===== src/inc/mlsf_pkg.sv =====
// Purpose: shared constants and carriers for the link status flag bank
// Assumes: one station, eight station slots, 32-bit AXI4-Lite data
// Notes:   offsets are byte addresses on the register bus
package mlsf_pkg;

	// Bus geometry
	localparam int ADDR_W    = 8;
	localparam int DATA_W    = 32;
	localparam int STRB_W    = 4;
	localparam int WORD_LSB  = 2;

	// Station geometry; index 0 is the master, 1 to 7 the slaves
	localparam int NUM_STN   = 8;
	localparam int STN_W     = 3;
	localparam int CNT_W     = 16;
	localparam int CODE_W    = 16;
	localparam int RETRY_W   = 4;
	localparam logic [RETRY_W-1:0] RETRY_DEF = 4'h3;
	localparam logic [RETRY_W-1:0] RETRY_MAX = 4'hA;

	// Error codes written on a parameter error (decimal 6308 and 3808)
	localparam logic [CODE_W-1:0] CODE_PARAM_CH1 = 16'h18A4;
	localparam logic [CODE_W-1:0] CODE_PARAM_CH2 = 16'h0EE0;

	// Register offsets
	localparam logic [ADDR_W-1:0] OFF_CTRL     = 8'h00;
	localparam logic [ADDR_W-1:0] OFF_FLAGS    = 8'h04;
	localparam logic [ADDR_W-1:0] OFF_CODE1    = 8'h08;
	localparam logic [ADDR_W-1:0] OFF_CODE2    = 8'h0C;
	localparam logic [ADDR_W-1:0] OFF_IRQ_STAT = 8'h10;
	localparam logic [ADDR_W-1:0] OFF_IRQ_MASK = 8'h14;
	localparam logic [ADDR_W-1:0] OFF_CNT_BASE = 8'h20;
	localparam logic [ADDR_W-1:0] OFF_CNT_LAST = 8'h3C;

	// Control word fields
	localparam int CTL_CHSEL   = 0;
	localparam int CTL_STN_LSB = 4;
	localparam int CTL_RTY_LSB = 8;

	// Flag word fields
	localparam int FLG_SETUP   = 0;
	localparam int FLG_P1      = 1;
	localparam int FLG_P2      = 2;
	localparam int FLG_XFER    = 3;
	localparam int FLG_SEQ_LSB = 8;

	// Interrupt status bits
	localparam int IRQ_W       = 5;
	localparam int IRQ_P1      = 0;
	localparam int IRQ_P2      = 1;
	localparam int IRQ_C1      = 2;
	localparam int IRQ_C2      = 3;
	localparam int IRQ_SEQ     = 4;

	// Bus responses
	localparam logic [1:0] RESP_OKAY   = 2'h0;
	localparam logic [1:0] RESP_SLVERR = 2'h2;

	// Events from the channel engines
	typedef struct packed {
		logic              ch1_param_err;
		logic              ch2_param_err;
		logic              ch1_comm_err;
		logic              ch2_comm_err;
		logic [CODE_W-1:0] ch1_code;
		logic [CODE_W-1:0] ch2_code;
		logic              xfer_exec;
	} mlsf_link_evt_s;

	// Per-station observations, one bit per station index
	typedef struct packed {
		logic [NUM_STN-1:0] no_resp;
		logic [NUM_STN-1:0] resp_ok;
		logic [NUM_STN-1:0] seq_err;
	} mlsf_stn_evt_s;

endpackage


===== src/logic/mlsf_station_tracker.sv =====
// Purpose: sequence error flag, retry tracking and error count of one station
// Assumes: event inputs are single-cycle pulses
// Notes:   a set in the clearing cycle wins, the count restarts at one
`timescale 1ns/10ps
module mlsf_station_tracker #(
	parameter int CNT_W   = mlsf_pkg::CNT_W,
	parameter int RETRY_W = mlsf_pkg::RETRY_W
) (
	// Clock and reset
	input  wire logic               clk,
	input  wire logic               rst_n,
	// Control
	input  wire logic               clear,
	input  wire logic               enable,
	input  wire logic [RETRY_W-1:0] retries,
	// Observations
	input  wire logic               no_resp,
	input  wire logic               resp_ok,
	input  wire logic               seq_err,
	// Status
	output logic                    flag_reg,
	output logic [CNT_W-1:0]        count_reg,
	output logic                    new_err_reg
);
	import mlsf_pkg::*;

	logic [RETRY_W-1:0] miss_reg;
	logic               limit_hit;
	logic               err_hit;

	// Silent station after the retries are used up
	assign limit_hit = no_resp && (miss_reg == retries);
	assign err_hit   = enable && (seq_err || limit_hit);

	// Missed answers since the last good one
	always_ff @(posedge clk or negedge rst_n) begin
		if (!rst_n) begin
			miss_reg <= '0;
		end else if (clear || resp_ok || limit_hit) begin
			miss_reg <= '0;
		end else if (no_resp) begin
			miss_reg <= miss_reg + 1'b1;
		end
	end

	// Sticky flag, set wins over clear
	always_ff @(posedge clk or negedge rst_n) begin
		if (!rst_n) begin
			flag_reg <= 1'b0;
		end else if (err_hit) begin
			flag_reg <= 1'b1;
		end else if (clear) begin
			flag_reg <= 1'b0;
		end
	end

	// Saturating error count
	always_ff @(posedge clk or negedge rst_n) begin
		if (!rst_n) begin
			count_reg <= '0;
		end else if (err_hit && clear) begin
			count_reg <= CNT_W'(1);
		end else if (err_hit && !(&count_reg)) begin
			count_reg <= count_reg + 1'b1;
		end else if (clear) begin
			count_reg <= '0;
		end
	end

	// Event pulse for the interrupt status
	always_ff @(posedge clk or negedge rst_n) begin
		if (!rst_n) begin
			new_err_reg <= 1'b0;
		end else begin
			new_err_reg <= err_hit;
		end
	end

	a_retry_limit: assert property (@(posedge clk) disable iff (!rst_n)
		enable && no_resp && miss_reg == retries |=> flag_reg && new_err_reg)
		else $error("silent station not flagged after retries");

	a_count_step: assert property (@(posedge clk) disable iff (!rst_n)
		err_hit && !clear && !(&count_reg) |=> count_reg == $past(count_reg) + 1'b1)
		else $error("sequence error count did not step");

	a_seq_flag_set: assert property (@(posedge clk) disable iff (!rst_n)
		enable && seq_err |=> flag_reg ##1 (flag_reg || $past(clear)))
		else $error("sequence error flag not set or lost");

endmodule


===== src/logic/mlsf_top.sv =====
// Purpose: status, error flags and codes of one station on a multidrop link
// Assumes: link engine error events are one-cycle pulses synchronous to clk; xfer_exec is a level
// Notes:   AXI4-Lite slave; one write and one read in flight at a time
//
// Our own choices: the AXI4-Lite slave port and the register addresses.
`timescale 1ns/10ps
module mlsf_top #(
	parameter int ADDR_W = mlsf_pkg::ADDR_W
) (
	// Clock and reset
	input  wire logic                   clk,
	input  wire logic                   rstn,
	// AXI4-Lite write channels
	input  wire logic [ADDR_W-1:0]      s_axi_awaddr,
	input  wire logic                   s_axi_awvalid,
	output logic                        s_axi_awready,
	input  wire logic [31:0]            s_axi_wdata,
	input  wire logic [3:0]             s_axi_wstrb,
	input  wire logic                   s_axi_wvalid,
	output logic                        s_axi_wready,
	output logic [1:0]                  s_axi_bresp,
	output logic                        s_axi_bvalid,
	input  wire logic                   s_axi_bready,
	// AXI4-Lite read channels
	input  wire logic [ADDR_W-1:0]      s_axi_araddr,
	input  wire logic                   s_axi_arvalid,
	output logic                        s_axi_arready,
	output logic [31:0]                 s_axi_rdata,
	output logic [1:0]                  s_axi_rresp,
	output logic                        s_axi_rvalid,
	input  wire logic                   s_axi_rready,
	// Station mode
	input  wire logic                   run_mode,
	input  wire logic                   setup_block_end,
	// Link events
	input  wire mlsf_pkg::mlsf_link_evt_s link_evt,
	input  wire mlsf_pkg::mlsf_stn_evt_s  stn_evt,
	// Station outputs
	output logic                        param_setup_flag,
	output logic                        second_channel_select,
	output logic [mlsf_pkg::STN_W-1:0]  station_number,
	output logic                        transfer_active,
	output logic                        irq
);
	import mlsf_pkg::*;

	// Byte-lane mask from write strobes
	function automatic logic [DATA_W-1:0] lane_mask(input logic [STRB_W-1:0] s);
		logic [DATA_W-1:0] m;
		m = '0;
		for (int i = 0; i < STRB_W; i++) begin
			m[i*8 +: 8] = {8{s[i]}};
		end
		return m;
	endfunction

	// Decode of the implemented word addresses
	function automatic logic is_mapped(input logic [ADDR_W-1:0] a);
		logic hit;
		hit = (a[WORD_LSB-1:0] == '0);
		hit = hit && ((a <= OFF_IRQ_MASK) || (a >= OFF_CNT_BASE && a <= OFF_CNT_LAST));
		return hit;
	endfunction

	logic rst_meta_reg;
	logic rst_n_reg;

	// Reset release through two flops
	always_ff @(posedge clk or negedge rstn) begin
		if (!rstn) begin
			rst_meta_reg <= 1'b0;
			rst_n_reg    <= 1'b0;
		end else begin
			rst_meta_reg <= 1'b1;
			rst_n_reg    <= rst_meta_reg;
		end
	end

	logic                run_q_reg;
	logic                run_edge;
	logic                setup_reg;
	logic                p1_reg;
	logic                p2_reg;
	logic [CODE_W-1:0]   code1_reg;
	logic [CODE_W-1:0]   code2_reg;
	logic                xfer_reg;
	logic                chsel_reg;
	logic [STN_W-1:0]    stn_reg;
	logic [RETRY_W-1:0]  retry_reg;
	logic [IRQ_W-1:0]    irq_stat_reg;
	logic [IRQ_W-1:0]    irq_mask_reg;
	logic [IRQ_W-1:0]    irq_set;
	logic [IRQ_W-1:0]    irq_clr;
	logic                irq_reg;
	logic [NUM_STN-1:0]  seq_flag;
	logic [NUM_STN-1:0]  seq_new;
	logic [CNT_W-1:0]    seq_cnt [NUM_STN];

	// Stop-to-run change detect
	always_ff @(posedge clk or negedge rst_n_reg) begin
		if (!rst_n_reg) begin
			run_q_reg <= 1'b0;
		end else begin
			run_q_reg <= run_mode;
		end
	end
	assign run_edge = run_mode && !run_q_reg;

	// One-shot setup window from run entry to end of the setup block
	always_ff @(posedge clk or negedge rst_n_reg) begin
		if (!rst_n_reg) begin
			setup_reg <= 1'b0;
		end else if (run_edge) begin
			setup_reg <= 1'b1;
		end else if (setup_block_end || !run_mode) begin
			setup_reg <= 1'b0;
		end
	end

	// Parameter error flags, sticky until stop-to-run
	always_ff @(posedge clk or negedge rst_n_reg) begin
		if (!rst_n_reg) begin
			p1_reg <= 1'b0;
			p2_reg <= 1'b0;
		end else begin
			p1_reg <= link_evt.ch1_param_err || (p1_reg && !run_edge);
			p2_reg <= link_evt.ch2_param_err || (p2_reg && !run_edge);
		end
	end

	// Channel one error code word
	always_ff @(posedge clk or negedge rst_n_reg) begin
		if (!rst_n_reg) begin
			code1_reg <= '0;
		end else if (link_evt.ch1_param_err) begin
			code1_reg <= CODE_PARAM_CH1;
		end else if (link_evt.ch1_comm_err) begin
			code1_reg <= link_evt.ch1_code;
		end else if (run_edge) begin
			code1_reg <= '0;
		end
	end

	// Channel two error code word
	always_ff @(posedge clk or negedge rst_n_reg) begin
		if (!rst_n_reg) begin
			code2_reg <= '0;
		end else if (link_evt.ch2_param_err) begin
			code2_reg <= CODE_PARAM_CH2;
		end else if (link_evt.ch2_comm_err) begin
			code2_reg <= link_evt.ch2_code;
		end else if (run_edge) begin
			code2_reg <= '0;
		end
	end

	// Transfer execution level
	always_ff @(posedge clk or negedge rst_n_reg) begin
		if (!rst_n_reg) begin
			xfer_reg <= 1'b0;
		end else begin
			xfer_reg <= link_evt.xfer_exec;
		end
	end

	// Per-station sequence trackers, index 0 is the master
	for (genvar i = 0; i < NUM_STN; i++) begin : g_stn
		mlsf_station_tracker #(
			.CNT_W   (CNT_W),
			.RETRY_W (RETRY_W)
		) u_trk (
			.clk         (clk),
			.rst_n       (rst_n_reg),
			.clear       (run_edge),
			.enable      (STN_W'(i) != stn_reg),
			.retries     (retry_reg),
			.no_resp     (stn_evt.no_resp[i]),
			.resp_ok     (stn_evt.resp_ok[i]),
			.seq_err     (stn_evt.seq_err[i]),
			.flag_reg    (seq_flag[i]),
			.count_reg   (seq_cnt[i]),
			.new_err_reg (seq_new[i])
		);
	end

	// AXI write path
	logic                aw_have_reg;
	logic                w_have_reg;
	logic                awready_reg;
	logic                wready_reg;
	logic                bvalid_reg;
	logic [1:0]          bresp_reg;
	logic [ADDR_W-1:0]   awaddr_reg;
	logic [DATA_W-1:0]   wdata_reg;
	logic [STRB_W-1:0]   wstrb_reg;
	logic                wr_go;
	logic [DATA_W-1:0]   wmask;
	logic [DATA_W-1:0]   ctrl_old;
	logic [DATA_W-1:0]   ctrl_new;
	logic [RETRY_W-1:0]  rty_new;

	assign wr_go = aw_have_reg && w_have_reg && !bvalid_reg;
	assign wmask = lane_mask(wstrb_reg);

	// Address and data captured in either order
	always_ff @(posedge clk or negedge rst_n_reg) begin
		if (!rst_n_reg) begin
			aw_have_reg <= 1'b0;
			awready_reg <= 1'b0;
			awaddr_reg  <= '0;
		end else if (s_axi_awvalid && awready_reg) begin
			aw_have_reg <= 1'b1;
			awready_reg <= 1'b0;
			awaddr_reg  <= s_axi_awaddr;
		end else begin
			if (wr_go) begin
				aw_have_reg <= 1'b0;
			end
			awready_reg <= !aw_have_reg && !bvalid_reg;
		end
	end

	always_ff @(posedge clk or negedge rst_n_reg) begin
		if (!rst_n_reg) begin
			w_have_reg <= 1'b0;
			wready_reg <= 1'b0;
			wdata_reg  <= '0;
			wstrb_reg  <= '0;
		end else if (s_axi_wvalid && wready_reg) begin
			w_have_reg <= 1'b1;
			wready_reg <= 1'b0;
			wdata_reg  <= s_axi_wdata;
			wstrb_reg  <= s_axi_wstrb;
		end else begin
			if (wr_go) begin
				w_have_reg <= 1'b0;
			end
			wready_reg <= !w_have_reg && !bvalid_reg;
		end
	end

	// Write response, error for unmapped words
	always_ff @(posedge clk or negedge rst_n_reg) begin
		if (!rst_n_reg) begin
			bvalid_reg <= 1'b0;
			bresp_reg  <= RESP_OKAY;
		end else if (wr_go) begin
			bvalid_reg <= 1'b1;
			bresp_reg  <= is_mapped(awaddr_reg) ? RESP_OKAY : RESP_SLVERR;
		end else if (s_axi_bready) begin
			bvalid_reg <= 1'b0;
		end
	end

	// Control word merge by byte lane, retries clamped to the legal range
	always_comb begin
		ctrl_old = '0;
		ctrl_old[CTL_CHSEL] = chsel_reg;
		ctrl_old[CTL_STN_LSB +: STN_W] = stn_reg;
		ctrl_old[CTL_RTY_LSB +: RETRY_W] = retry_reg;
		ctrl_new = (ctrl_old & ~wmask) | (wdata_reg & wmask);
		rty_new = ctrl_new[CTL_RTY_LSB +: RETRY_W];
		if (rty_new > RETRY_MAX) begin
			rty_new = RETRY_MAX;
		end
	end

	// Only control, mask and interrupt status (write-one clear) words take writes; flags, codes and counts ignore them
	always_ff @(posedge clk or negedge rst_n_reg) begin
		if (!rst_n_reg) begin
			chsel_reg <= 1'b0;
			stn_reg   <= '0;
			retry_reg <= RETRY_DEF;
		end else if (wr_go && awaddr_reg == OFF_CTRL) begin
			chsel_reg <= ctrl_new[CTL_CHSEL];
			stn_reg   <= ctrl_new[CTL_STN_LSB +: STN_W];
			retry_reg <= rty_new;
		end
	end

	// Interrupt events; a set wins over a write-one clear
	assign irq_set[IRQ_P1]  = link_evt.ch1_param_err;
	assign irq_set[IRQ_P2]  = link_evt.ch2_param_err;
	assign irq_set[IRQ_C1]  = link_evt.ch1_comm_err;
	assign irq_set[IRQ_C2]  = link_evt.ch2_comm_err;
	assign irq_set[IRQ_SEQ] = |seq_new;
	assign irq_clr = (wr_go && awaddr_reg == OFF_IRQ_STAT) ?
		(wdata_reg[IRQ_W-1:0] & wmask[IRQ_W-1:0]) : '0;

	always_ff @(posedge clk or negedge rst_n_reg) begin
		if (!rst_n_reg) begin
			irq_stat_reg <= '0;
		end else begin
			irq_stat_reg <= (irq_stat_reg & ~irq_clr) | irq_set;
		end
	end

	always_ff @(posedge clk or negedge rst_n_reg) begin
		if (!rst_n_reg) begin
			irq_mask_reg <= '0;
		end else if (wr_go && awaddr_reg == OFF_IRQ_MASK) begin
			irq_mask_reg <= (irq_mask_reg & ~wmask[IRQ_W-1:0])
				| (wdata_reg[IRQ_W-1:0] & wmask[IRQ_W-1:0]);
		end
	end

	// Interrupt line from unmasked sticky bits
	always_ff @(posedge clk or negedge rst_n_reg) begin
		if (!rst_n_reg) begin
			irq_reg <= 1'b0;
		end else begin
			irq_reg <= |(irq_stat_reg & irq_mask_reg);
		end
	end

	// AXI read path
	logic                arready_reg;
	logic                rvalid_reg;
	logic [DATA_W-1:0]   rdata_reg;
	logic [1:0]          rresp_reg;
	logic [DATA_W-1:0]   rd_word;
	logic [STN_W-1:0]    rd_idx;

	assign rd_idx = s_axi_araddr[WORD_LSB +: STN_W];

	// Read mux of live state
	always_comb begin
		rd_word = '0;
		case (s_axi_araddr)
			OFF_CTRL: begin
				rd_word[CTL_CHSEL] = chsel_reg;
				rd_word[CTL_STN_LSB +: STN_W] = stn_reg;
				rd_word[CTL_RTY_LSB +: RETRY_W] = retry_reg;
			end
			OFF_FLAGS: begin
				rd_word[FLG_SETUP] = setup_reg;
				rd_word[FLG_P1] = p1_reg;
				rd_word[FLG_P2] = p2_reg;
				rd_word[FLG_XFER] = xfer_reg;
				rd_word[FLG_SEQ_LSB +: NUM_STN] = seq_flag;
			end
			OFF_CODE1: rd_word = DATA_W'(code1_reg);
			OFF_CODE2: rd_word = DATA_W'(code2_reg);
			OFF_IRQ_STAT: rd_word = DATA_W'(irq_stat_reg);
			OFF_IRQ_MASK: rd_word = DATA_W'(irq_mask_reg);
			default: begin
				if (is_mapped(s_axi_araddr) && s_axi_araddr >= OFF_CNT_BASE) begin
					rd_word = DATA_W'(seq_cnt[rd_idx]);
				end
			end
		endcase
	end

	always_ff @(posedge clk or negedge rst_n_reg) begin
		if (!rst_n_reg) begin
			arready_reg <= 1'b0;
			rvalid_reg  <= 1'b0;
			rdata_reg   <= '0;
			rresp_reg   <= RESP_OKAY;
		end else if (s_axi_arvalid && arready_reg) begin
			arready_reg <= 1'b0;
			rvalid_reg  <= 1'b1;
			rdata_reg   <= rd_word;
			rresp_reg   <= is_mapped(s_axi_araddr) ? RESP_OKAY : RESP_SLVERR;
		end else if (rvalid_reg && s_axi_rready) begin
			rvalid_reg  <= 1'b0;
		end else begin
			arready_reg <= !rvalid_reg;
		end
	end

	// Port drive from flops
	assign s_axi_awready         = awready_reg;
	assign s_axi_wready          = wready_reg;
	assign s_axi_bvalid          = bvalid_reg;
	assign s_axi_bresp           = bresp_reg;
	assign s_axi_arready         = arready_reg;
	assign s_axi_rvalid          = rvalid_reg;
	assign s_axi_rdata           = rdata_reg;
	assign s_axi_rresp           = rresp_reg;
	assign param_setup_flag      = setup_reg;
	assign second_channel_select = chsel_reg;
	assign station_number        = stn_reg;
	assign transfer_active       = xfer_reg;
	assign irq                   = irq_reg;

	a_setup_start: assert property (@(posedge clk) disable iff (!rst_n_reg)
		run_edge |=> param_setup_flag)
		else $error("setup flag not raised on run entry");

	a_setup_end: assert property (@(posedge clk) disable iff (!rst_n_reg)
		setup_block_end && !run_edge |=> !param_setup_flag ##1 (!param_setup_flag || $past(run_edge)))
		else $error("setup flag outlived the setup block");

	a_ch1_flag: assert property (@(posedge clk) disable iff (!rst_n_reg)
		link_evt.ch1_param_err |=> p1_reg && irq_stat_reg[IRQ_P1])
		else $error("channel one parameter error not flagged");

	a_ch2_flag: assert property (@(posedge clk) disable iff (!rst_n_reg)
		link_evt.ch2_param_err |=> p2_reg && irq_stat_reg[IRQ_P2])
		else $error("channel two parameter error not flagged");

	a_own_station: assert property (@(posedge clk) disable iff (!rst_n_reg)
		$stable(stn_reg) && !seq_flag[stn_reg] |=> !seq_flag[$past(stn_reg)])
		else $error("own station sequence error flagged");

	a_xfer_follow: assert property (@(posedge clk) disable iff (!rst_n_reg)
		link_evt.xfer_exec [*2] |-> transfer_active)
		else $error("transfer active low during transfer");

	a_ch1_code: assert property (@(posedge clk) disable iff (!rst_n_reg)
		link_evt.ch1_param_err |=> code1_reg == CODE_PARAM_CH1)
		else $error("channel one parameter code wrong");

	a_ch2_code: assert property (@(posedge clk) disable iff (!rst_n_reg)
		link_evt.ch2_param_err |=> code2_reg == CODE_PARAM_CH2)
		else $error("channel two parameter code wrong");

	a_sticky_err: assert property (@(posedge clk) disable iff (!rst_n_reg)
		p1_reg && !run_edge |=> p1_reg && $stable(code1_reg) || link_evt.ch1_comm_err
			|| $past(link_evt.ch1_comm_err) || $past(link_evt.ch1_param_err))
		else $error("latched channel one error lost");

	a_run_clear: assert property (@(posedge clk) disable iff (!rst_n_reg)
		run_edge && !link_evt.ch1_param_err && !link_evt.ch1_comm_err
			|=> !p1_reg && code1_reg == '0)
		else $error("stop-to-run did not clear channel one errors");

endmodule


===== config.mk =====
export PLATFORM = sky130hd
export DESIGN_NAME = mlsf_top
export DESIGN_NICKNAME = d
export VERILOG_FILES = /design/src/inc/mlsf_pkg.sv /design/src/logic/mlsf_station_tracker.sv /design/src/logic/mlsf_top.sv
export SDC_FILE = /design/constraint.sdc
export NUM_CORES = 1
export LEC_CHECK = 0
export BUFFER_PORTS_ARGS = -buffer_cell sky130_fd_sc_hd__buf_4
export CAP_MARGIN = 15
export CORE_UTILIZATION = 30
export CTS_BUF_LIST = sky130_fd_sc_hd__clkbuf_16
export CTS_CLUSTER_DIAMETER = 40
export DETAILED_ROUTE_END_ITERATION = 10
export PLACE_DENSITY = 0.46
export SYNTH_ARGS = -nofsm -noshare
export SYNTH_HDL_FRONTEND = slang
export SYNTH_SLANG_ARGS = --single-unit

===== constraint.sdc =====
create_clock -name clk -period 9.2 [get_ports clk]
set_input_delay 1.38 -clock clk [delete_from_list [all_inputs] [get_ports clk]]
set_output_delay 1.38 -clock clk [all_outputs]
set_load 0.005 [all_outputs]

==> results of run 1 <==
-- worst paths after layout --
path                                               end  slack (ns)             from
setup / recovery                        s_axi_rdata[1]        6.09  s_axi_araddr[2]
hold / removal                               rst_n_reg        0.35     rst_meta_reg
setup reg to reg           g_stn[5].u_trk.count_reg[6]        6.30     retry_reg[1]
hold reg to reg                              rst_n_reg        0.35     rst_meta_reg
max in group asynchronous               s_axi_rdata[5]        6.71        rst_n_reg
min in group asynchronous   g_stn[2].u_trk.miss_reg[0]        0.44        rst_n_reg
-- critical path: stages --
cell and delay [ns]:
buf_4 0.68, mux4_2 0.65, mux2_2 0.30, a221oi_1 0.43, nor2_1 0.09
-- layout by cell type, fill, tap and decap left out, types with 19 or more instances in the layout --
| cell | netlist | final |
|---|---|---|
| dfrtp_1 | 278 | 277 |
| nand2_1 | 175 | 175 |
| buf_4 | 27 | 141 |
| nor2_1 | 134 | 134 |
| a21oi_1 | 131 | 131 |
| o21ai_0 | 67 | 67 |
| mux2_2 | 59 | 59 |
| nand3_1 | 58 | 58 |
| clkbuf_16 | 0 | 58 |
| nand4_1 | 57 | 57 |
| or3_1 | 48 | 48 |
| mux2i_1 | 46 | 46 |
| xor2_1 | 39 | 39 |
| mux4_2 | 32 | 32 |
| nand2b_1 | 32 | 31 |
| nor4_1 | 29 | 29 |
| or4_1 | 27 | 27 |
| inv_1 | 22 | 26 |
| and3_1 | 22 | 22 |
| nor3_1 | 22 | 22 |
| conb_1 | 2 | 19 |
-- kinds of logic (layout without fill, tap and decap cells) --
| logic type | Yosys count | after routing | synth area share |
|---|---|---|---|
| multiplexers | 137 | 137 | 0.117 |
| other | 2 | 19 | 0.000474 |
| XOR/XNOR | 56 | 56 | 0.0315 |
| AO/OA/AOI/OAI | 332 | 332 | 0.133 |
| AND/OR/NAND/NOR | 662 | 662 | 0.217 |
| buffers and inverters | 137 | 274 | 0.0456 |
| flip-flops | 280 | 280 | 0.443 |
| adder cells (fa/ha/maj) | 16 | 16 | 0.0126 |
-- layer usage --
| metal | GRT usage | wire [um] |
|---|---|---|
| met5 | 0 | 0 |
| met4 | 0.0582 | 1090 |
| met3 | 0.0281 | 2130 |
| met2 | 0.278 | 22100 |
| met1 | 0.260 | 22600 |
-- synthesized netlist by cell type (all sizes together), types with 5 or more instances --
library cell / number / area, um^2
buf: 67 / 459
nand3: 58 / 290
a31oi: 6 / 37.5
o31ai: 17 / 128
inv: 24 / 90.1
dfrtp: 278 / 6960
nor2: 134 / 503
o211ai: 10 / 75.1
a21o: 13 / 97.6
ha: 16 / 200
nand4: 58 / 369
a21oi: 131 / 656
o21ai: 74 / 393
or4: 28 / 214
mux2: 59 / 664
xor2: 40 / 358
o22ai: 5 / 31.3
a221oi: 8 / 70.1
o21a: 6 / 45.0
and4: 8 / 70.1
a211oi: 10 / 75.1
o41ai: 6 / 52.6
nor3: 29 / 186
nor4: 31 / 206
and3: 22 / 138
a311o: 8 / 80.1
a22oi: 14 / 153
nand2: 176 / 663
nor2b: 5 / 31.3
mux4: 32 / 721
mux2i: 46 / 460
or3: 53 / 338
nand2b: 32 / 200
nand3b: 5 / 37.5
xnor2: 16 / 140
and2: 5 / 33.8
clkbuf: 46 / 173
-- cell type report --
| class | instances | share of cell area |
|---|---|---|
| clock buffers | 58 | 0.0753 |
| clock inverters | 51 | 0.0323 |
| inverters | 24 | 0.00468 |
| multi-input cells | 1222 | 0.424 |
| flip-flops and latches | 280 | 0.364 |
| well taps | 680 | 0.0442 |
| repair buffers | 141 | 0.0550 |
-- metrics by stage --
| stage | area (um^2) | total power [mW] |
|---|---|---|
| detailed placement | 17200 | 2.37 |
| global route | 19300 | 4.78 |
| finish | 19300 | 4.55 |
| floorplan | 15900 | 2.07 |
| global placement | 17200 | 2.36 |
| CTS | 19300 | 4.61 |
-- power by group through the flow --
stage,registers (mW),clock network [mW],logic [mW]
3_5_place_dp,1.65,0,0.723
4_1_cts,1.63,2.26,0.726
2_1_floorplan,1.57,0,0.495
6_report,1.63,2.21,0.714
3_3_place_gp,1.64,0,0.711
5_1_grt,1.66,2.32,0.807
==> run_results.csv, run 1 <==
group,metric,value,unit
placement,dp.cells,2347,
cts,clk_path_buf_depth,3,
synth,syn_area,0.0158,mm^2
cts,cts_sinks,280,
global_route,grt-ovfl-total,0,
synth,synth_edf_count,0,
critical_path,crit_fanout,55,
sta,fin_setup_tns,0,ns
power,power.leakage,8.02,nW
placement,portBuffers,128,
power,power_switching,1.37,mW
cells_and_area,nNetsFinal,1865,
sta,fmax,0.321,GHz
sta,setup_viol,0,
drt,drt_iter0_markers,1028,
cells_and_area,finalNonFillerCells,2456,
sta,slew_headroom,0.254,
floorplanning,die_w,232,um
sta,clock_skew,0.0319,ns
floorplanning,row_count,83,
cts,numCtsBuffers,58,
power,seqPwrFrac,0.358,
sta,tightest_slew,1.12,ns
cells_and_area,post-route-util,0.372,
global_route,track_usage,0.181,
power,swShare,0.302,
drt,drcViolationCount,0,
drt,avgViaCountPerCell,5.33,
cts,htreeDepth,2,
cells_and_area,multi_input_area,0.00818,mm^2
floorplanning,fp.dieH,232,um
placement,dp_hpwl,33.2,mm
global_route,grt_pass1_vias,12815,
cts,cts_tree,"done",
sta,fin_crit_sh,0.338,
cts,cts_setup_buffers,0,
cts,clk_latency,0.62,ns
synth,yosysUniqueCellTypes,80,
cells_and_area,largest_reg_flops,128,
cells_and_area,areaGrowthSynthToFinish,21.7,%
floorplanning,io_pins,170,
synth,ys_seq_area_frac,0.443,
critical_path,worstSetupPathType,"in2reg",
placement,gp_congestion,0.808,
power,power.share.combinational,0.157,
synth,yosysWarnings,0,
sta,hold_violations,0,
synth,avgSynthCellArea,9.76,um^2
global_route,grt_pass1_wl,75.8,mm
cts,cts-resized-gates,0,
cells_and_area,antenna_cells,0,
status,status,"finished, final reports clean",
placement,pre_cts_ws,5.41,ns
critical_path,cp.required,9.68,ns
cells_and_area,nFillCells,5250,
floorplanning,floorplan.initialDensity,0.306,
sta,hold-worst-slack,0.354,ns
drt,routed_wl,48.0,mm
drt,dr.pass1.iters,5,
job,cap_viol_max_count,0,
cts,hold_buffers,0,
min_path,whs_path_depth,0,
power,ir_drop,0.000148,V
min_path,min_path_type,"reg2reg",
critical_path,reg2regPathDepth,6,
critical_path,worstPathArrival,3.59,ns
global_route,antenna_found_initial,0,
power,power.density,236,mW/mm^2
critical_path,crit_path_end_kind,"flop",
floorplanning,core_area,0.0517,mm^2
drt,num_vias,13090,
power,internal_power,3.18,mW
cells_and_area,regArea,0.00701,mm^2
cts,clk_pin_slew,0.05,ns
global_route,grt_max_degree,91,
drt,final_antenna_net_count,0,
cells_and_area,drive_gt1_frac,0.212,
drt,wl_per_cell,19.5,um
critical_path,setup.worst_path.start_class,"input port",
sta,period_minus_slack,3.11,ns
sta,slew_viol_final,0,
power,p_clk_frac,0.485,
synth,ys.flop_type,"dfrtp_1",
cts,cts-root-buf,"clkbuf_16",
synth,netlist_instances,1622,
synth,async_flop_share,1.00,
sta,setup_slack,6.09,ns
sta,rsz0062_at_grt,"false",
synth,ys_ff_latch,280,
floorplanning,die-area,0.0537,mm^2
Power figures use the tool's default switching activity.
==> run 2, diff against run 1 <==
PLACE_DENSITY = 0.48   (was 0.46)
clock period = 2.7 ns   (was 9.2 ns; I/O delays follow)
==> run_results.csv, run 2 (synthesis gave the netlist of run 1 again) <==
group,metric,value,unit
status,status,"finished, final reports clean",
floorplanning,floorplan.initialDensity,0.306,
critical_path,r2r_end,"g_stn[1].u_trk.count_reg[1]",
critical_path,reg2regPathDepth,6,
power,power.density,750,mW/mm^2
floorplanning,core_area,0.0517,mm^2
drt,avgViaCountPerCell,5.27,
power,power.share.combinational,0.175,
cts,cts-resized-gates,0,
sta,tightest_slew,0.718,ns
sta,clock_skew,0.0337,ns
drt,wl_per_cell,19.0,um
sta,fmax,0.420,GHz
placement,portBuffers,128,
sta,fin_setup_tns,0,ns
cells_and_area,post-route-util,0.375,
cts,cts_tree,"done",
global_route,track_usage,0.178,
cts,clk_pin_slew,0.05,ns
sta,slew_viol_final,0,
floorplanning,die_w,232,um
global_route,grt_pass1_vias,12868,
floorplanning,row_count,83,
critical_path,worstPathArrival,2.84,ns
floorplanning,fp.dieH,232,um
min_path,whs_path_depth,2,
critical_path,crit_path_end_kind,"flop",
floorplanning,die-area,0.0537,mm^2
critical_path,reg2reg_setup_slack,0.32,ns
cts,numCtsBuffers,53,
cells_and_area,drive_gt1_frac,0.217,
cells_and_area,nNetsFinal,1900,
cts,clk_latency,0.60,ns
placement,gp_congestion,0.858,
critical_path,crit_fanout,28,
cts,cts_sinks,280,
job,cap_viol_max_count,0,
power,ir_drop,0.000478,V
drt,drt_iter0_markers,913,
cells_and_area,largest_reg_flops,128,
power,swShare,0.306,
critical_path,cp.required,3.16,ns
power,p_clk_frac,0.444,
power,seqPwrFrac,0.382,
drt,num_vias,13124,
min_path,min_to,"wdata_reg[1]",
drt,drcViolationCount,0,
cts,cts-root-buf,"clkbuf_16",
cells_and_area,layout_common_cells,"dfrtp_1, nand2_1, buf_4",
global_route,antenna_found_initial,1,
global_route,grt_max_degree,76,
critical_path,worstSetupPathType,"reg2reg",
min_path,worstHoldStart,"s_axi_wdata[1]",
cells_and_area,layout.cells.most_common,"dfrtp_1",
drt,dr.pass1.iters,6,
cts,htreeDepth,2,
drt,final_antenna_net_count,0,
global_route,grt_pass1_wl,74.6,mm
sta,slew_headroom,0.517,
global_route,grt-ovfl-total,0,
critical_path,r2r-start,"retry_reg[0]",
sta,rsz0062_at_grt,"false",
power,power_switching,4.45,mW
drt,routed_wl,47.3,mm
floorplanning,io_pins,170,
sta,fin_crit_sh,0.881,
cells_and_area,areaGrowthSynthToFinish,22.5,%
min_path,min_path_type,"in2reg",
cells_and_area,nFillCells,5251,
critical_path,setup.worst_path.start_class,"flop",
sta,period_minus_slack,2.38,ns
power,internal_power,10.1,mW
cts,clk_path_buf_depth,3,
sta,hold_violations,0,
placement,dp_hpwl,33.6,mm
sta,setup_viol,0,
power,power.leakage,8.07,nW
run 2: cell type report:
class | instances | area [um^2] | area share
clock buffers | 54 | 1350 | 0.0697
well taps | 680 | 851 | 0.0439
multi-input cells | 1222 | 8180 | 0.422
flip-flops and latches | 280 | 7010 | 0.362
inverters | 24 | 90.1 | 0.00465
repair buffers | 181 | 1500 | 0.0775
clock inverters | 46 | 398 | 0.0205
diodes | 1 | 2.50 | 0.000129
run 2: worst max-delay path, stage by stage (launching register included):
cell	delay [ns]
dfstp_2	0.80
xnor2_1	0.15
and3_1	0.23
a22oi_4	0.58
inv_2	0.17
and2_4	0.19
mux2i_1	0.11
run 2: worst max path at each step:
stage | startpoint | end | depth (start not counted)
after floorplan | rst_n_reg | asynchronous set/reset pin | 0
after global placement | s_axi_araddr[2] | s_axi_rdata[1] | 7
after detailed placement | s_axi_araddr[2] | s_axi_rdata[0] | 8
after CTS | retry_reg[0] | g_stn[1].u_trk.count_reg[1] | 6
after global routing | retry_reg[0] | g_stn[1].u_trk.count_reg[1] | 6
final | retry_reg[0] | g_stn[1].u_trk.count_reg[1] | 6
run 2: power groups by stage:
stage               sequential, mW  clock, mW  combinational, mW
floorplan                     5.35          0               1.69
global placement              5.59          0               2.52
detailed placement            5.62          0               2.55
CTS                           5.55       6.63               2.57
global route                  5.64       6.82               2.83
finish                        5.55       6.45               2.54
run 2: layer usage:
metal / track usage / up-vias / share of wire
met4: 0.0574 / 2 / 0.028
li1: - / 6258 / -
met3: 0.0306 / 83 / 0.052
met1: 0.252 / 6436 / 0.47
met2: 0.274 / 345 / 0.45
met5: 0 / - / 0.00032
run 2: timing repair:
action                                 in CTS  in global routing
hold buffers                               12                  0
buffers inserted                            0                  0
endpoints found under the hold margin      13                  0
run 2: stage by stage:
step                      hold slack [ns]  worst slack [ns]  cells  cell area [um^2]  total power, mW
after global routing               0.0111             0.167   2487             19400             15.3
after global placement              0.190             0.271   2375             17500             8.11
after floorplan                     0.109           -0.0956   1639             15900             7.04
final                              0.0421             0.321   2488             19400             14.5
after detailed placement            0.193             0.184   2375             17500             8.17
after CTS                       0.0000491             0.282   2487             19400             14.8
==> run 3, diff against run 2 <==
RECOVER_POWER = 25   (was unset)
==> run_results.csv, run 3 (synthesis gave the netlist of run 1 again) <==
group,metric,value,unit
status,status,"finished, violations left",
status,violations,"max-capacitance violations",
sta,hold-worst-slack,0.0414,ns
sta,setup_slack,0.303,ns
floorplanning,fp.dieH,232,um
sta,clock_skew,0.0343,ns
cells_and_area,layout.cells.most_common,"dfrtp_1",
floorplanning,die_w,232,um
drt,final_antenna_net_count,0,
placement,dp.cells,2375,
power,power.density,751,mW/mm^2
cts,cts-root-buf,"clkbuf_16",
cts,cts-resized-gates,0,
drt,drt_iter0_markers,936,
drt,routed_wl,47.4,mm
drt,num_vias,13153,
min_path,worstHoldStart,"s_axi_awaddr[3]",
sta,tightest_slew,1.50,ns
floorplanning,io_pins,170,
critical_path,r2r-start,"retry_reg[0]",
cts,numCtsBuffers,53,
cells_and_area,nFillCells,5252,
global_route,grt_pass1_wl,74.6,mm
floorplanning,die-area,0.0537,mm^2
sta,hold_violations,0,
sta,fin_crit_sh,0.888,
cts,htreeDepth,2,
cells_and_area,post-route-util,0.374,
sta,slew_headroom,0.000436,
cts,clk_latency,0.60,ns
placement,gp_congestion,0.858,
drt,wl_per_cell,19.0,um
sta,slew_viol_final,0,
placement,dp_hpwl,33.6,mm
sta,fmax,0.417,GHz
global_route,grt-ovfl-total,0,
cts,clk_path_buf_depth,3,
sta,fin_setup_tns,0,ns
drt,drcViolationCount,0,
global_route,grt_pass1_vias,12868,
cells_and_area,layout_common_cells,"dfrtp_1, nand2_1, buf_4",
cells_and_area,multi_input_area,0.00818,mm^2
min_path,min_path_type,"in2reg",
global_route,grt_max_degree,76,
cts,clk_pin_slew,0.05,ns
critical_path,critPathLaunch,"retry_reg[0]",
cells_and_area,largest_reg_flops,128,
critical_path,setup.worst_path.start_class,"flop",
power,ir_drop,0.000478,V
sta,setup_viol,0,
global_route,track_usage,0.178,
cells_and_area,finalNonFillerCells,2488,
cells_and_area,nNetsFinal,1900,
cts,cts_tree,"done",
cts,cts_sinks,280,
power,power.leakage,8.06,nW
drt,avgViaCountPerCell,5.29,
cts,cts_setup_buffers,0,
critical_path,worstSetupPathType,"reg2reg",
critical_path,crit_fanout,28,
sta,rsz0062_at_grt,"false",
sta,period_minus_slack,2.40,ns
critical_path,crit_path_end_kind,"flop",
cells_and_area,areaGrowthSynthToFinish,22.3,%
global_route,antenna_found_initial,1,
floorplanning,row_count,83,
floorplanning,core_area,0.0517,mm^2
cells_and_area,drive_gt1_frac,0.215,
job,cap_viol_max_count,1,
cells_and_area,regArea,0.00701,mm^2
placement,pre_cts_ws,0.184,ns
critical_path,worstPathArrival,2.85,ns
drt,dr.pass1.iters,6,
placement,portBuffers,128,
floorplanning,floorplan.initialDensity,0.306,
critical_path,cp.required,3.16,ns
run 3: changes by cell type in the layout (fill, tap and decap cells not counted):
cell / previous run / this run
clkbuf_1: 0 / 3
buf_4: 160 / 154
clkbuf_2: 0 / 1
dfrtp_1: 277 / 278
clkbuf_4: 0 / 2
dfrtp_4: 1 / 0
run 3: area by class of cell:
| class | instances | share of cell area |
|---|---|---|
| flip-flops and latches | 280 | 0.362 |
| well taps | 680 | 0.0439 |
| repair buffers | 181 | 0.0768 |
| clock inverters | 46 | 0.0205 |
| multi-input cells | 1222 | 0.422 |
| clock buffers | 54 | 0.0698 |
| diodes | 1 | 0.000129 |
| inverters | 24 | 0.00465 |
run 3: where the power goes:
part	switching (mW)	internal, mW	leakage [nW]
Combinational	1.31	1.23	3.61
Clock	2.41	4.04	0.827
Sequential	0.732	4.82	3.62
Total	4.45	10.1	8.06
run 3: through the flow:
step	power [mW]	cell area, um^2
after floorplan	7.04	15900
after global placement	8.11	17500
after detailed placement	8.17	17500
after CTS	14.8	19400
after global routing	15.3	19400
final	14.5	19400
run 3: final timing paths:
check / end / slack, ns / cells after the start
max: g_stn[1].u_trk.count_reg[1] / 0.30 / 6
min: awaddr_reg[3] / 0.04 / 2
max reg2reg: g_stn[1].u_trk.count_reg[1] / 0.30 / 6
min reg2reg: rst_n_reg / 0.35 / 0
max in group asynchronous: g_stn[6].u_trk.miss_reg[1] / 0.73 / 1
min in group asynchronous: rst_meta_reg / 0.16 / 2
run 3: timing repair:
item                                   in CTS  in global routing
hold buffers                               12                  0
setup endpoints to repair                   0                  0
endpoints found under the hold margin      13                  0
run 3: worst max-delay path: stages, from the launching register on:
cell,delay [ns]
dfstp_2,0.80
xnor2_1,0.15
and3_1,0.23
a22oi_4,0.60
inv_2,0.18
and2_4,0.20
mux2i_1,0.11
run 3: layer usage:
layer  vias to the layer above  part of all wire  routed length [um]  GRT usage
met5                         -           0.00032                  15          0
met4                         2             0.027                1290     0.0574
met3                        83             0.055                2590     0.0306
met2                       346              0.45               21500      0.274
met1                      6467              0.46               22000      0.252
li1                       6255                 -                   -          -
